$ cat config.mk
export PLATFORM = sky130hd
export DESIGN_NAME = spiqk_master
export DESIGN_NICKNAME = d
export VERILOG_FILES = /design/src/rtl/spiqk_pkg.sv /design/src/rtl/spiqk_master.sv /design/src/rtl/spiqk_tick.sv
export SDC_FILE = /design/constraint.sdc
export NUM_CORES = 1
export LEC_CHECK = 0
export CAP_MARGIN = 20
export CORE_ASPECT_RATIO = 1.2
export CORE_UTILIZATION = 64
export DETAILED_ROUTE_END_ITERATION = 8
export DONT_BUFFER_PORTS = 1
export MAX_ROUTING_LAYER = met4
export PLACE_DENSITY_LB_ADDON = 0.3
export SETUP_SLACK_MARGIN = 0.05
export SYNTH_ARGS = -nofsm -noshare
export SYNTH_HDL_FRONTEND = slang
export SYNTH_SLANG_ARGS = --single-unit
$ cat constraint.sdc
create_clock -name core_clk -period 4.9 [get_ports core_clk]
set_input_delay 0.49 -clock core_clk [delete_from_list [all_inputs] [get_ports core_clk]]
set_output_delay 0.49 -clock core_clk [all_outputs]
set_load 0.03 [all_outputs]
$ cat src/rtl/spiqk_pkg.sv
// Shared constants and types for the serial peripheral master
package spiqk_pkg;

    // ****************************************
    // Geometry
    // ****************************************
    localparam int SPIQK_NSEL = 4;
    localparam int SPIQK_DIV_W = 8;
    localparam int SPIQK_LEN_W = 4;
    localparam int SPIQK_EDGE_W = 6;

    // ****************************************
    // Transmit word layout
    // ****************************************
    localparam int SPIQK_TDW_FINAL = 24;
    localparam int SPIQK_TDW_PCS_LO = 16;
    localparam int SPIQK_TDW_DATA_HI = 15;

    // ****************************************
    // Field values and reset values
    // ****************************************
    localparam logic [SPIQK_DIV_W-1:0] SPIQK_DIV_ONE = 8'h01;
    localparam logic [SPIQK_DIV_W-1:0] SPIQK_DIV_RST = 8'h01;
    localparam logic [SPIQK_LEN_W-1:0] SPIQK_LEN_8BIT = 4'h0;
    localparam logic [SPIQK_LEN_W-1:0] SPIQK_LEN_RST = 4'h0;
    localparam logic [4:0] SPIQK_LEN_BASE = 5'h08;
    localparam logic [4:0] SPIQK_LEN_FULL = 5'h10;
    localparam logic [SPIQK_EDGE_W-1:0] SPIQK_EXTRA_EDGES = 6'h02;
    localparam logic [1:0] SPIQK_STRAY_TOGGLES = 2'h2;
    localparam logic SPIQK_SIZE_BYTE = 1'b0;
    localparam logic SPIQK_SIZE_HALF = 1'b1;

    // ****************************************
    // Transfer sequencer states, Gray from idle to done, two bits change on the way back to idle
    // ****************************************
    typedef enum logic [1:0] {
        SPIQK_IDLE = 2'h0,
        SPIQK_SHIFT = 2'h1,
        SPIQK_DONE = 2'h3
    } spiqk_state_t;

endpackage

$ cat src/rtl/spiqk_master.sv
// Serial peripheral master with per-select configuration and its known quirks
`timescale 1ns/10ps
module spiqk_master
    import spiqk_pkg::*;
#(
    parameter int NSEL = SPIQK_NSEL
)
(
    input wire logic core_clk,
    input wire logic arst_n,
    input wire logic controller_role_bit,
    input wire logic fixed_select_mode,
    input wire logic [$clog2(NSEL)-1:0] fixed_select,
    input wire logic cfg_wr,
    input wire logic [$clog2(NSEL)-1:0] cfg_sel,
    input wire logic [SPIQK_DIV_W-1:0] cfg_serial_clock_divider,
    input wire logic [SPIQK_LEN_W-1:0] cfg_word_len,
    input wire logic cfg_cpol,
    input wire logic cfg_clock_phase_inverse,
    input wire logic cfg_cs_hold_after_transfer,
    input wire logic tx_valid,
    input wire logic [31:0] transmit_data_word,
    input wire logic tx_from_dma,
    input wire logic miso,
    output logic tx_ready,
    output logic transmit_drained_flag,
    output logic rx_valid,
    output logic [15:0] rx_data,
    output logic dma_size,
    output logic serial_clock_pin,
    output logic mosi,
    output logic [NSEL-1:0] cs_n
);
    localparam int SW = $clog2(NSEL);
    // ****************************************
    // Decoding helpers
    // ****************************************
    function automatic logic [4:0] word_len(input logic [SPIQK_LEN_W-1:0] code);
        word_len = SPIQK_LEN_BASE + {1'b0, code};
    endfunction

    function automatic logic [SW-1:0] pcs_sel(input logic [NSEL-1:0] pcs);
        pcs_sel = '0;
        for (int i = NSEL - 1; i >= 0; i--)
        begin
            if (!pcs[i])
                pcs_sel = SW'(i);
        end
    endfunction
    // ****************************************
    // Per-select configuration bank
    // ****************************************
    logic [SPIQK_DIV_W-1:0] div_cfg [NSEL];
    logic [SPIQK_LEN_W-1:0] len_cfg [NSEL];
    logic [NSEL-1:0] cpol_cfg, clock_phase_inverse_cfg, hold_cfg;
    genvar g;
    generate
        for (g = 0; g < NSEL; g++)
        begin : g_cfg
            // One configuration word per select
            always_ff @(posedge core_clk or negedge arst_n)
            begin
                if (!arst_n)
                begin
                    div_cfg[g] <= SPIQK_DIV_RST;
                    len_cfg[g] <= SPIQK_LEN_RST;
                    cpol_cfg[g] <= 1'b0;
                    clock_phase_inverse_cfg[g] <= 1'b0;
                    hold_cfg[g] <= 1'b0;
                end
                else if (cfg_wr && cfg_sel == SW'(g))
                begin
                    div_cfg[g] <= cfg_serial_clock_divider;
                    len_cfg[g] <= cfg_word_len;
                    cpol_cfg[g] <= cfg_cpol;
                    clock_phase_inverse_cfg[g] <= cfg_clock_phase_inverse;
                    hold_cfg[g] <= cfg_cs_hold_after_transfer;
                end
            end
        end
    endgenerate
    // ****************************************
    // State
    // ****************************************
    spiqk_state_t state;
    logic [31:0] hold_word;
    logic [SW-1:0] cur_sel, held_sel;
    logic [SPIQK_EDGE_W-1:0] edge_cnt, cur_total;
    logic [4:0] cur_len;
    logic [15:0] shift_tx, shift_rx;
    logic [1:0] stray_cnt;
    logic hold_valid, cur_final, cur_extra, cs_held, idle_gap, prev_div_one, tick;
    // ****************************************
    // Next-transfer decode
    // ****************************************
    wire [SW-1:0] next_sel = fixed_select_mode ? fixed_select : pcs_sel(hold_word[SPIQK_TDW_PCS_LO +: NSEL]);
    wire next_div_one = (div_cfg[next_sel] == SPIQK_DIV_ONE);
    wire [4:0] next_len = word_len(len_cfg[next_sel]);
    wire next_odd = next_len[0];
    wire next_pol_mode = cpol_cfg[next_sel] && !clock_phase_inverse_cfg[next_sel];
    // Extra pulse on odd length at divider 1, or slow-then-fast select with idle-high clock and no phase inverse
    wire next_extra = next_div_one && (next_odd || (next_pol_mode && !prev_div_one));
    wire [SPIQK_EDGE_W-1:0] next_total = SPIQK_EDGE_W'({next_len, 1'b0}) + (next_extra ? SPIQK_EXTRA_EDGES : '0);
    // Ready is not restored when a held select restarts after a gap at divider 1
    wire ready_quirk = hold_cfg[next_sel] && next_div_one && idle_gap && cs_held && held_sel == next_sel;
    wire start = controller_role_bit && hold_valid && state == SPIQK_IDLE; // Word end is reported first
    wire take = tx_valid && tx_ready;
    wire cap_edge = edge_cnt[0] ^ clock_phase_inverse_cfg[cur_sel];
    wire data_edge = edge_cnt < SPIQK_EDGE_W'({cur_len, 1'b0});
    wire last_edge = tick && (edge_cnt == cur_total - 1'b1);
    // Select is kept only while hold is on and the word did not end the frame
    wire release_cs = !hold_cfg[cur_sel] || cur_final;
    wire [4:0] size_len = word_len(fixed_select_mode ? len_cfg[0] : len_cfg[cur_sel]);
    wire [NSEL-1:0] sel_mask = NSEL'(1) << cur_sel;
    spiqk_tick u_tick (
        .core_clk(core_clk),
        .arst_n(arst_n),
        .run(state == SPIQK_SHIFT),
        .divider(div_cfg[cur_sel]),
        .tick(tick)
    );
    // ****************************************
    // Holding register and ready flag
    // ****************************************
    always_ff @(posedge core_clk or negedge arst_n)
    begin
        if (!arst_n)
        begin
            hold_word <= '0;
            hold_valid <= 1'b0;
            tx_ready <= 1'b1;
        end
        else if (take)
        begin
            hold_word <= transmit_data_word;
            hold_valid <= 1'b1;
            tx_ready <= 1'b0;
        end
        else if (start)
        begin
            hold_valid <= ready_quirk;
            tx_ready <= !ready_quirk;
        end
    end
    // ****************************************
    // Transfer sequencer, shifter and select lines
    // ****************************************
    always_ff @(posedge core_clk or negedge arst_n)
    begin
        if (!arst_n)
        begin
            state <= SPIQK_IDLE;
            cur_sel <= '0;
            cur_final <= 1'b0;
            cur_extra <= 1'b0;
            cur_len <= SPIQK_LEN_BASE;
            cur_total <= '0;
            edge_cnt <= '0;
            shift_tx <= '0;
            shift_rx <= '0;
            cs_n <= '1;
            cs_held <= 1'b0;
            held_sel <= '0;
            idle_gap <= 1'b0;
            prev_div_one <= 1'b1;
            transmit_drained_flag <= 1'b1;
            rx_valid <= 1'b0;
            rx_data <= '0;
            mosi <= 1'b0;
        end
        else
        begin
            rx_valid <= 1'b0;
            if (start)
            begin
                state <= SPIQK_SHIFT;
                cur_sel <= next_sel;
                cur_final <= hold_word[SPIQK_TDW_FINAL] && tx_from_dma;
                cur_extra <= next_extra;
                cur_len <= next_len;
                cur_total <= next_total;
                edge_cnt <= '0;
                shift_tx <= hold_word[SPIQK_TDW_DATA_HI:0] << (SPIQK_LEN_FULL - next_len);
                mosi <= hold_word[4'(next_len - 1'b1)];
                shift_rx <= '0;
                cs_n <= ~(NSEL'(1) << next_sel);
                idle_gap <= 1'b0;
                prev_div_one <= next_div_one;
                transmit_drained_flag <= 1'b0;
            end
            else if (state == SPIQK_SHIFT)
            begin
                if (tick)
                    edge_cnt <= edge_cnt + 1'b1;
                if (tick && data_edge && cap_edge)
                    shift_rx <= {shift_rx[14:0], miso};
                if (tick && data_edge && !cap_edge && edge_cnt != '0)
                begin
                    shift_tx <= shift_tx << 1;
                    mosi <= shift_tx[14];
                end
                if (last_edge)
                    state <= SPIQK_DONE;
            end
            else if (state == SPIQK_DONE)
            begin
                state <= SPIQK_IDLE;
                rx_valid <= 1'b1;
                rx_data <= shift_rx;
                transmit_drained_flag <= 1'b1;
                // Drained and final flag end the frame together
                cs_n <= release_cs ? '1 : ~sel_mask;
                cs_held <= !release_cs;
                held_sel <= cur_sel;
                idle_gap <= 1'b0;
            end
            else if (!controller_role_bit)
            begin
                cs_n <= '1;
                cs_held <= 1'b0;
            end
            else
                idle_gap <= cs_held; // Held select idles with nothing queued
        end
    end
    // ****************************************
    // Serial clock pin, including stray toggles
    // ****************************************
    always_ff @(posedge core_clk or negedge arst_n)
    begin
        if (!arst_n)
        begin
            serial_clock_pin <= 1'b0;
            stray_cnt <= '0;
            dma_size <= SPIQK_SIZE_BYTE;
        end
        else
        begin
            dma_size <= (size_len == SPIQK_LEN_BASE) ? SPIQK_SIZE_BYTE : SPIQK_SIZE_HALF;
            if (cfg_wr && !controller_role_bit)
                stray_cnt <= SPIQK_STRAY_TOGGLES;
            else if (state == SPIQK_IDLE && controller_role_bit && stray_cnt != '0)
            begin
                stray_cnt <= stray_cnt - 1'b1;
                serial_clock_pin <= ~serial_clock_pin;
            end
            else if (state == SPIQK_SHIFT && tick)
                serial_clock_pin <= ~serial_clock_pin;
            else if (state == SPIQK_IDLE && stray_cnt == '0)
                serial_clock_pin <= cpol_cfg[next_sel]; // Idle level of the select about to run
        end
    end
endmodule

$ cat src/rtl/spiqk_tick.sv
// Serial clock half-period tick generator
`timescale 1ns/10ps
module spiqk_tick
    import spiqk_pkg::*;
#(
    parameter int DIV_W = SPIQK_DIV_W
)
(
    input wire logic core_clk,
    input wire logic arst_n,
    input wire logic run,
    input wire logic [DIV_W-1:0] divider,
    output logic tick
);

    logic [DIV_W-1:0] cnt;
    logic [DIV_W-1:0] div_last;
    logic at_end;

    // A divider of zero behaves as one
    assign div_last = (divider == '0) ? '0 : divider - 1'b1;
    assign at_end = (cnt >= div_last);

    // Count system clocks per serial clock half period
    always_ff @(posedge core_clk or negedge arst_n)
    begin
        if (!arst_n)
        begin
            cnt <= '0;
            tick <= 1'b0;
        end
        else
        begin
            cnt <= (!run || at_end) ? '0 : cnt + 1'b1;
            tick <= run && at_end;
        end
    end

endmodule

==> results.yml <==
clock_network:
  cts_buffers: 17
  cts.repair.resized: 0
  htree_levels: 4
  cts.hold.buffers_added: 1
  cts_buffer_depth: 2
  clkSlewWorstSetupHoldPaths_ps: 70
  tritoncts: "built"
  clock_latency_ps: 430
  cts_root_buf: "sky130_fd_sc_hd__clkbuf_16"
  clock-sinks: 176
  cts_post_setup_buffers_inserted: 0
sta:
  finalSetupViolations: 0
  rsz0062_at_grt: "false"
  final.setup.tns_ps: 0
  post-route-min-period_ps: 4250
  tightestPinTransition_ps: 985
  final.period_utilization_pct: 86.8
  skew_final_ps: 9.17
  final_max_slew_viol_count: 0
  maxSlewHeadroom_pct: 34.1
  final-hold-violation-count: 0
  fmax_ghz: 0.235
  fin_worst_hold_slack_ps: 118
floorplan:
  initial_utilization_pct: 65.8
  fp.dieW_microns: 111
  die_h_microns: 133
  rows: 47
  fp.dieArea_sq_um: 14700
  design.portCount: 85
  design.core.area_sq_um: 13800
layout:
  num-nets-final: 861
  n_antenna_cell: 0
  fillCellCount: 971
  syn2layout_area_growth_pct: 7.85
  post_route_cells_drive_above_1_share_pct: 24.3
detailed_routing:
  drt.antenna.violating_nets: 0
  detail_route.vias_per_cell: 6.30
  post_drt_wl_per_cell_microns: 19.5
  dr_total_vias: 6090
  drtPass1Iterations: 4
  routed_wl_microns: 18800
  initialDrtViolationCount: 384
  post-route-drc-count: 0
yosys:
  ys_seq_area_share_pct: 48.6
  synth_area_leader_cell: "sky130_fd_sc_hd__dfrtp_1"
  netlist_top_cells_area: "sky130_fd_sc_hd__dfrtp_1, sky130_fd_sc_hd__mux2_2, sky130_fd_sc_hd__mux4_2, sky130_fd_sc_hd__dfstp_2, sky130_fd_sc_hd__mux2i_1"
  yosysWarnings: 0
  synthesis.nets: 868
  yosys.cell_count.top_type: "sky130_fd_sc_hd__dfrtp_1"
  synth_cell_types: 68
  mapped_cell_area_sq_um: 9090
  asyncSetResetFlopFracSynth_pct: 100
  synth-compound-area-share_pct: 10.1
  main_combinational_cell_family_by_area_after_synthesis: "multiplexers"
  netlist_instances: 789
  synthTopCellsByCount: "sky130_fd_sc_hd__dfrtp_1, sky130_fd_sc_hd__mux2_2, sky130_fd_sc_hd__nor2_1"
  post_synth_simple_gate_area_pct: 11.2
  synth-xor-area-share_pct: 2.91
  proportion_of_synthesized_area_in_mux_cells_pct: 21.4
  synth.ff_latch_count: 176
  synth_area_per_cell_sq_um: 11.5
  synthFlopType: "sky130_fd_sc_hd__dfrtp_1"
  post_synth_adder_cell_area_pct: 2.75
  synth.top_cell.area_share_pct: 45.2
  synth-edff-count: 0
placement:
  place_congestion: 0.857
  place.port_buffers: 0
  dp_hpwl_microns: 13200
power:
  netSwitchingFraction_pct: 30.7
  ir_drop_worst_case_vdd_mv: 0.319
  intPower_mw: 2.87
  pwr-share-comb_pct: 21.9
  share_clk_of_total_power_pct: 31.0
  static-leakage-power_nw: 4.37
  share_seq_of_total_power_pct: 47.1
  power.density_cell_area_nw_per_um2: 422
  total_switching_power_mw: 1.27
worst_setup_path:
  worst-endpoint-required_ps: 5250
  series_of_cell_instances_along_the_critical_path: "mux4_2 -> inv_1 -> ha_1 -> nand2b_1 -> nor3_1 -> nand3b_1 -> and2_1 -> ha_1 -> nand2b_1 -> a21o_1 -> a21o_1 -> a21o_1 -> a21o_1 -> a21oi_1 -> o211ai_1 -> nor2_1"
  crit_slowest_cell: "sky130_fd_sc_hd__mux4_2"
  cpPeakStageDelay_ps: 580
  cp_max_fo: 9
  timing.critical_path.mode_cell: "sky130_fd_sc_hd__a21o_1"
  cp_data_arrival_time_ps: 4600
  setup.worst_path.end_class: "flop"
  classification_of_the_worst_setup_path: "flop to flop"
  critical_path_source_type: "flop"
flow_run:
  maxCapViolations: 0
grt:
  pin_count_of_the_biggest_net_entering_global_routing: 177
  global_route_wire_length_before_repair_microns: 31700
  grt_util_all_layers_pct: 28.3
  grt_pass1_vias: 6444
  grt_overflow: 0
  antenna_found_initial: 0
outcome:
  status: "finished, final reports clean"
worst_hold_path:
  hp-class: "input pin to async pin"
==> stage by stage <==
stage	cells	total power, mW	setup WS, ps	cell area (sq um)	utilization, %
3_3_place_gp	933	2.78	835	9210	66.6
3_5_place_dp	933	2.84	643	9210	66.6
2_1_floorplan	789	2.63	1160	9090	-
6_report	966	4.14	647	9800	70.9
4_1_cts	966	4.16	640	9800	70.9
5_1_grt	966	4.35	299	9800	70.9
==> cell type report <==
type / count / area (sq um) / share of cell area, %
tap: 171 / 214 / 2.18
sequential: 176 / 4420 / 45.1
inverter: 26 / 97.6 / 0.996
multi-input combinational: 550 / 4400 / 44.9
timing repair buffer: 11 / 103 / 1.05
clock buffer: 20 / 457 / 4.66
clock inverter: 12 / 108 / 1.10
==> cell usage in the layout, fill, tap and decap left out, types with 4 or more instances in the layout <==
cell type,count
sky130_fd_sc_hd__dfrtp_1,164
sky130_fd_sc_hd__o21a_1,11
sky130_fd_sc_hd__mux2i_1,30
sky130_fd_sc_hd__a31oi_1,11
sky130_fd_sc_hd__buf_4,10
sky130_fd_sc_hd__ha_1,20
sky130_fd_sc_hd__nand3_1,21
sky130_fd_sc_hd__o211ai_1,8
sky130_fd_sc_hd__o21ai_0,39
sky130_fd_sc_hd__nand2_1,62
sky130_fd_sc_hd__nor2b_1,4
sky130_fd_sc_hd__xor2_1,13
sky130_fd_sc_hd__clkinv_2,5
sky130_fd_sc_hd__and3_1,4
sky130_fd_sc_hd__or3_1,4
sky130_fd_sc_hd__nor2_1,64
sky130_fd_sc_hd__a21oi_1,25
sky130_fd_sc_hd__dfstp_2,12
sky130_fd_sc_hd__xnor2_1,14
sky130_fd_sc_hd__clkbuf_16,17
sky130_fd_sc_hd__nand3b_1,7
sky130_fd_sc_hd__nor4_1,7
sky130_fd_sc_hd__nand2b_1,10
sky130_fd_sc_hd__mux4_2,22
sky130_fd_sc_hd__nor4b_1,4
sky130_fd_sc_hd__mux2_2,99
sky130_fd_sc_hd__inv_1,25
sky130_fd_sc_hd__nor3_1,10
sky130_fd_sc_hd__a21o_1,8
==> routing by layer <==
layer / vias up / track usage [%] / part of all wire (%)
met4: 0 / 10.2 / 2.0
met1: 3028 / 33.9 / 41
met2: 197 / 46.4 / 51
met5: - / - / 0
met3: 32 / 7.51 / 6.4
li1: 2833 / - / -
==> worst max-delay path, delay by kind of cell (launching register included) <==
kind	cells	cell delay, ps
adder cells (fa/ha/maj)	2	440
buffers and inverters	1	90
multiplexers	1	580
flip-flops	1	570
AO/OA/AOI/OAI	6	1180
AND/OR/NAND/NOR	6	1300
==> registers in the layout, summed over array words and instances (netlist names), 4 cells and up <==
register	cells
cpol_cfg	4
div_cfg	32
cur_len	5
shift_tx	15
hold_cfg	4
rx_data	16
cs_n	4
u_tick.cnt	8
shift_rx	16
clock_phase_inverse_cfg	4
cur_total	5
len_cfg	16
edge_cnt	6
hold_word	21
==> cells by family (layout without fill, tap and decap cells) <==
group                      after synthesis  after routing
adders and majority gates               20             20
xor gates and xnor gates                28             28
DFF                                    176            176
muxes                                  153            153
AOI/OAI and AO/OA                      136            136
and+or+nand+nor                        213            213
buffers and inverters                   63             69
==> final timing paths <==
check	depth (start not counted)	endpoint	startpoint	slack, ps
max reg2reg	16	u_tick.cnt[6]	cur_sel[0]	650
max in group asynchronous	1	shift_tx[14]	arst_n	4200
max	16	u_tick.cnt[6]	cur_sel[0]	650
min	1	u_tick.cnt[2]	arst_n	120
min reg2reg	1	u_tick.cnt[0]	u_tick.cnt[0]	490
min in group core_clk	2	len_cfg[12]	cfg_word_len[0]	180
==> power by group through the flow <==
stage                     clock network [mW]  registers [mW]  logic, mW
final                                   1.28            1.95      0.904
after CTS                               1.31            1.94      0.908
after detailed placement                   0            1.97      0.871
after global routing                    1.37            1.98       1.01
after global placement                     0            1.95      0.828
after floorplan                            0            1.89      0.735
(Power assumes the default switching activity.)
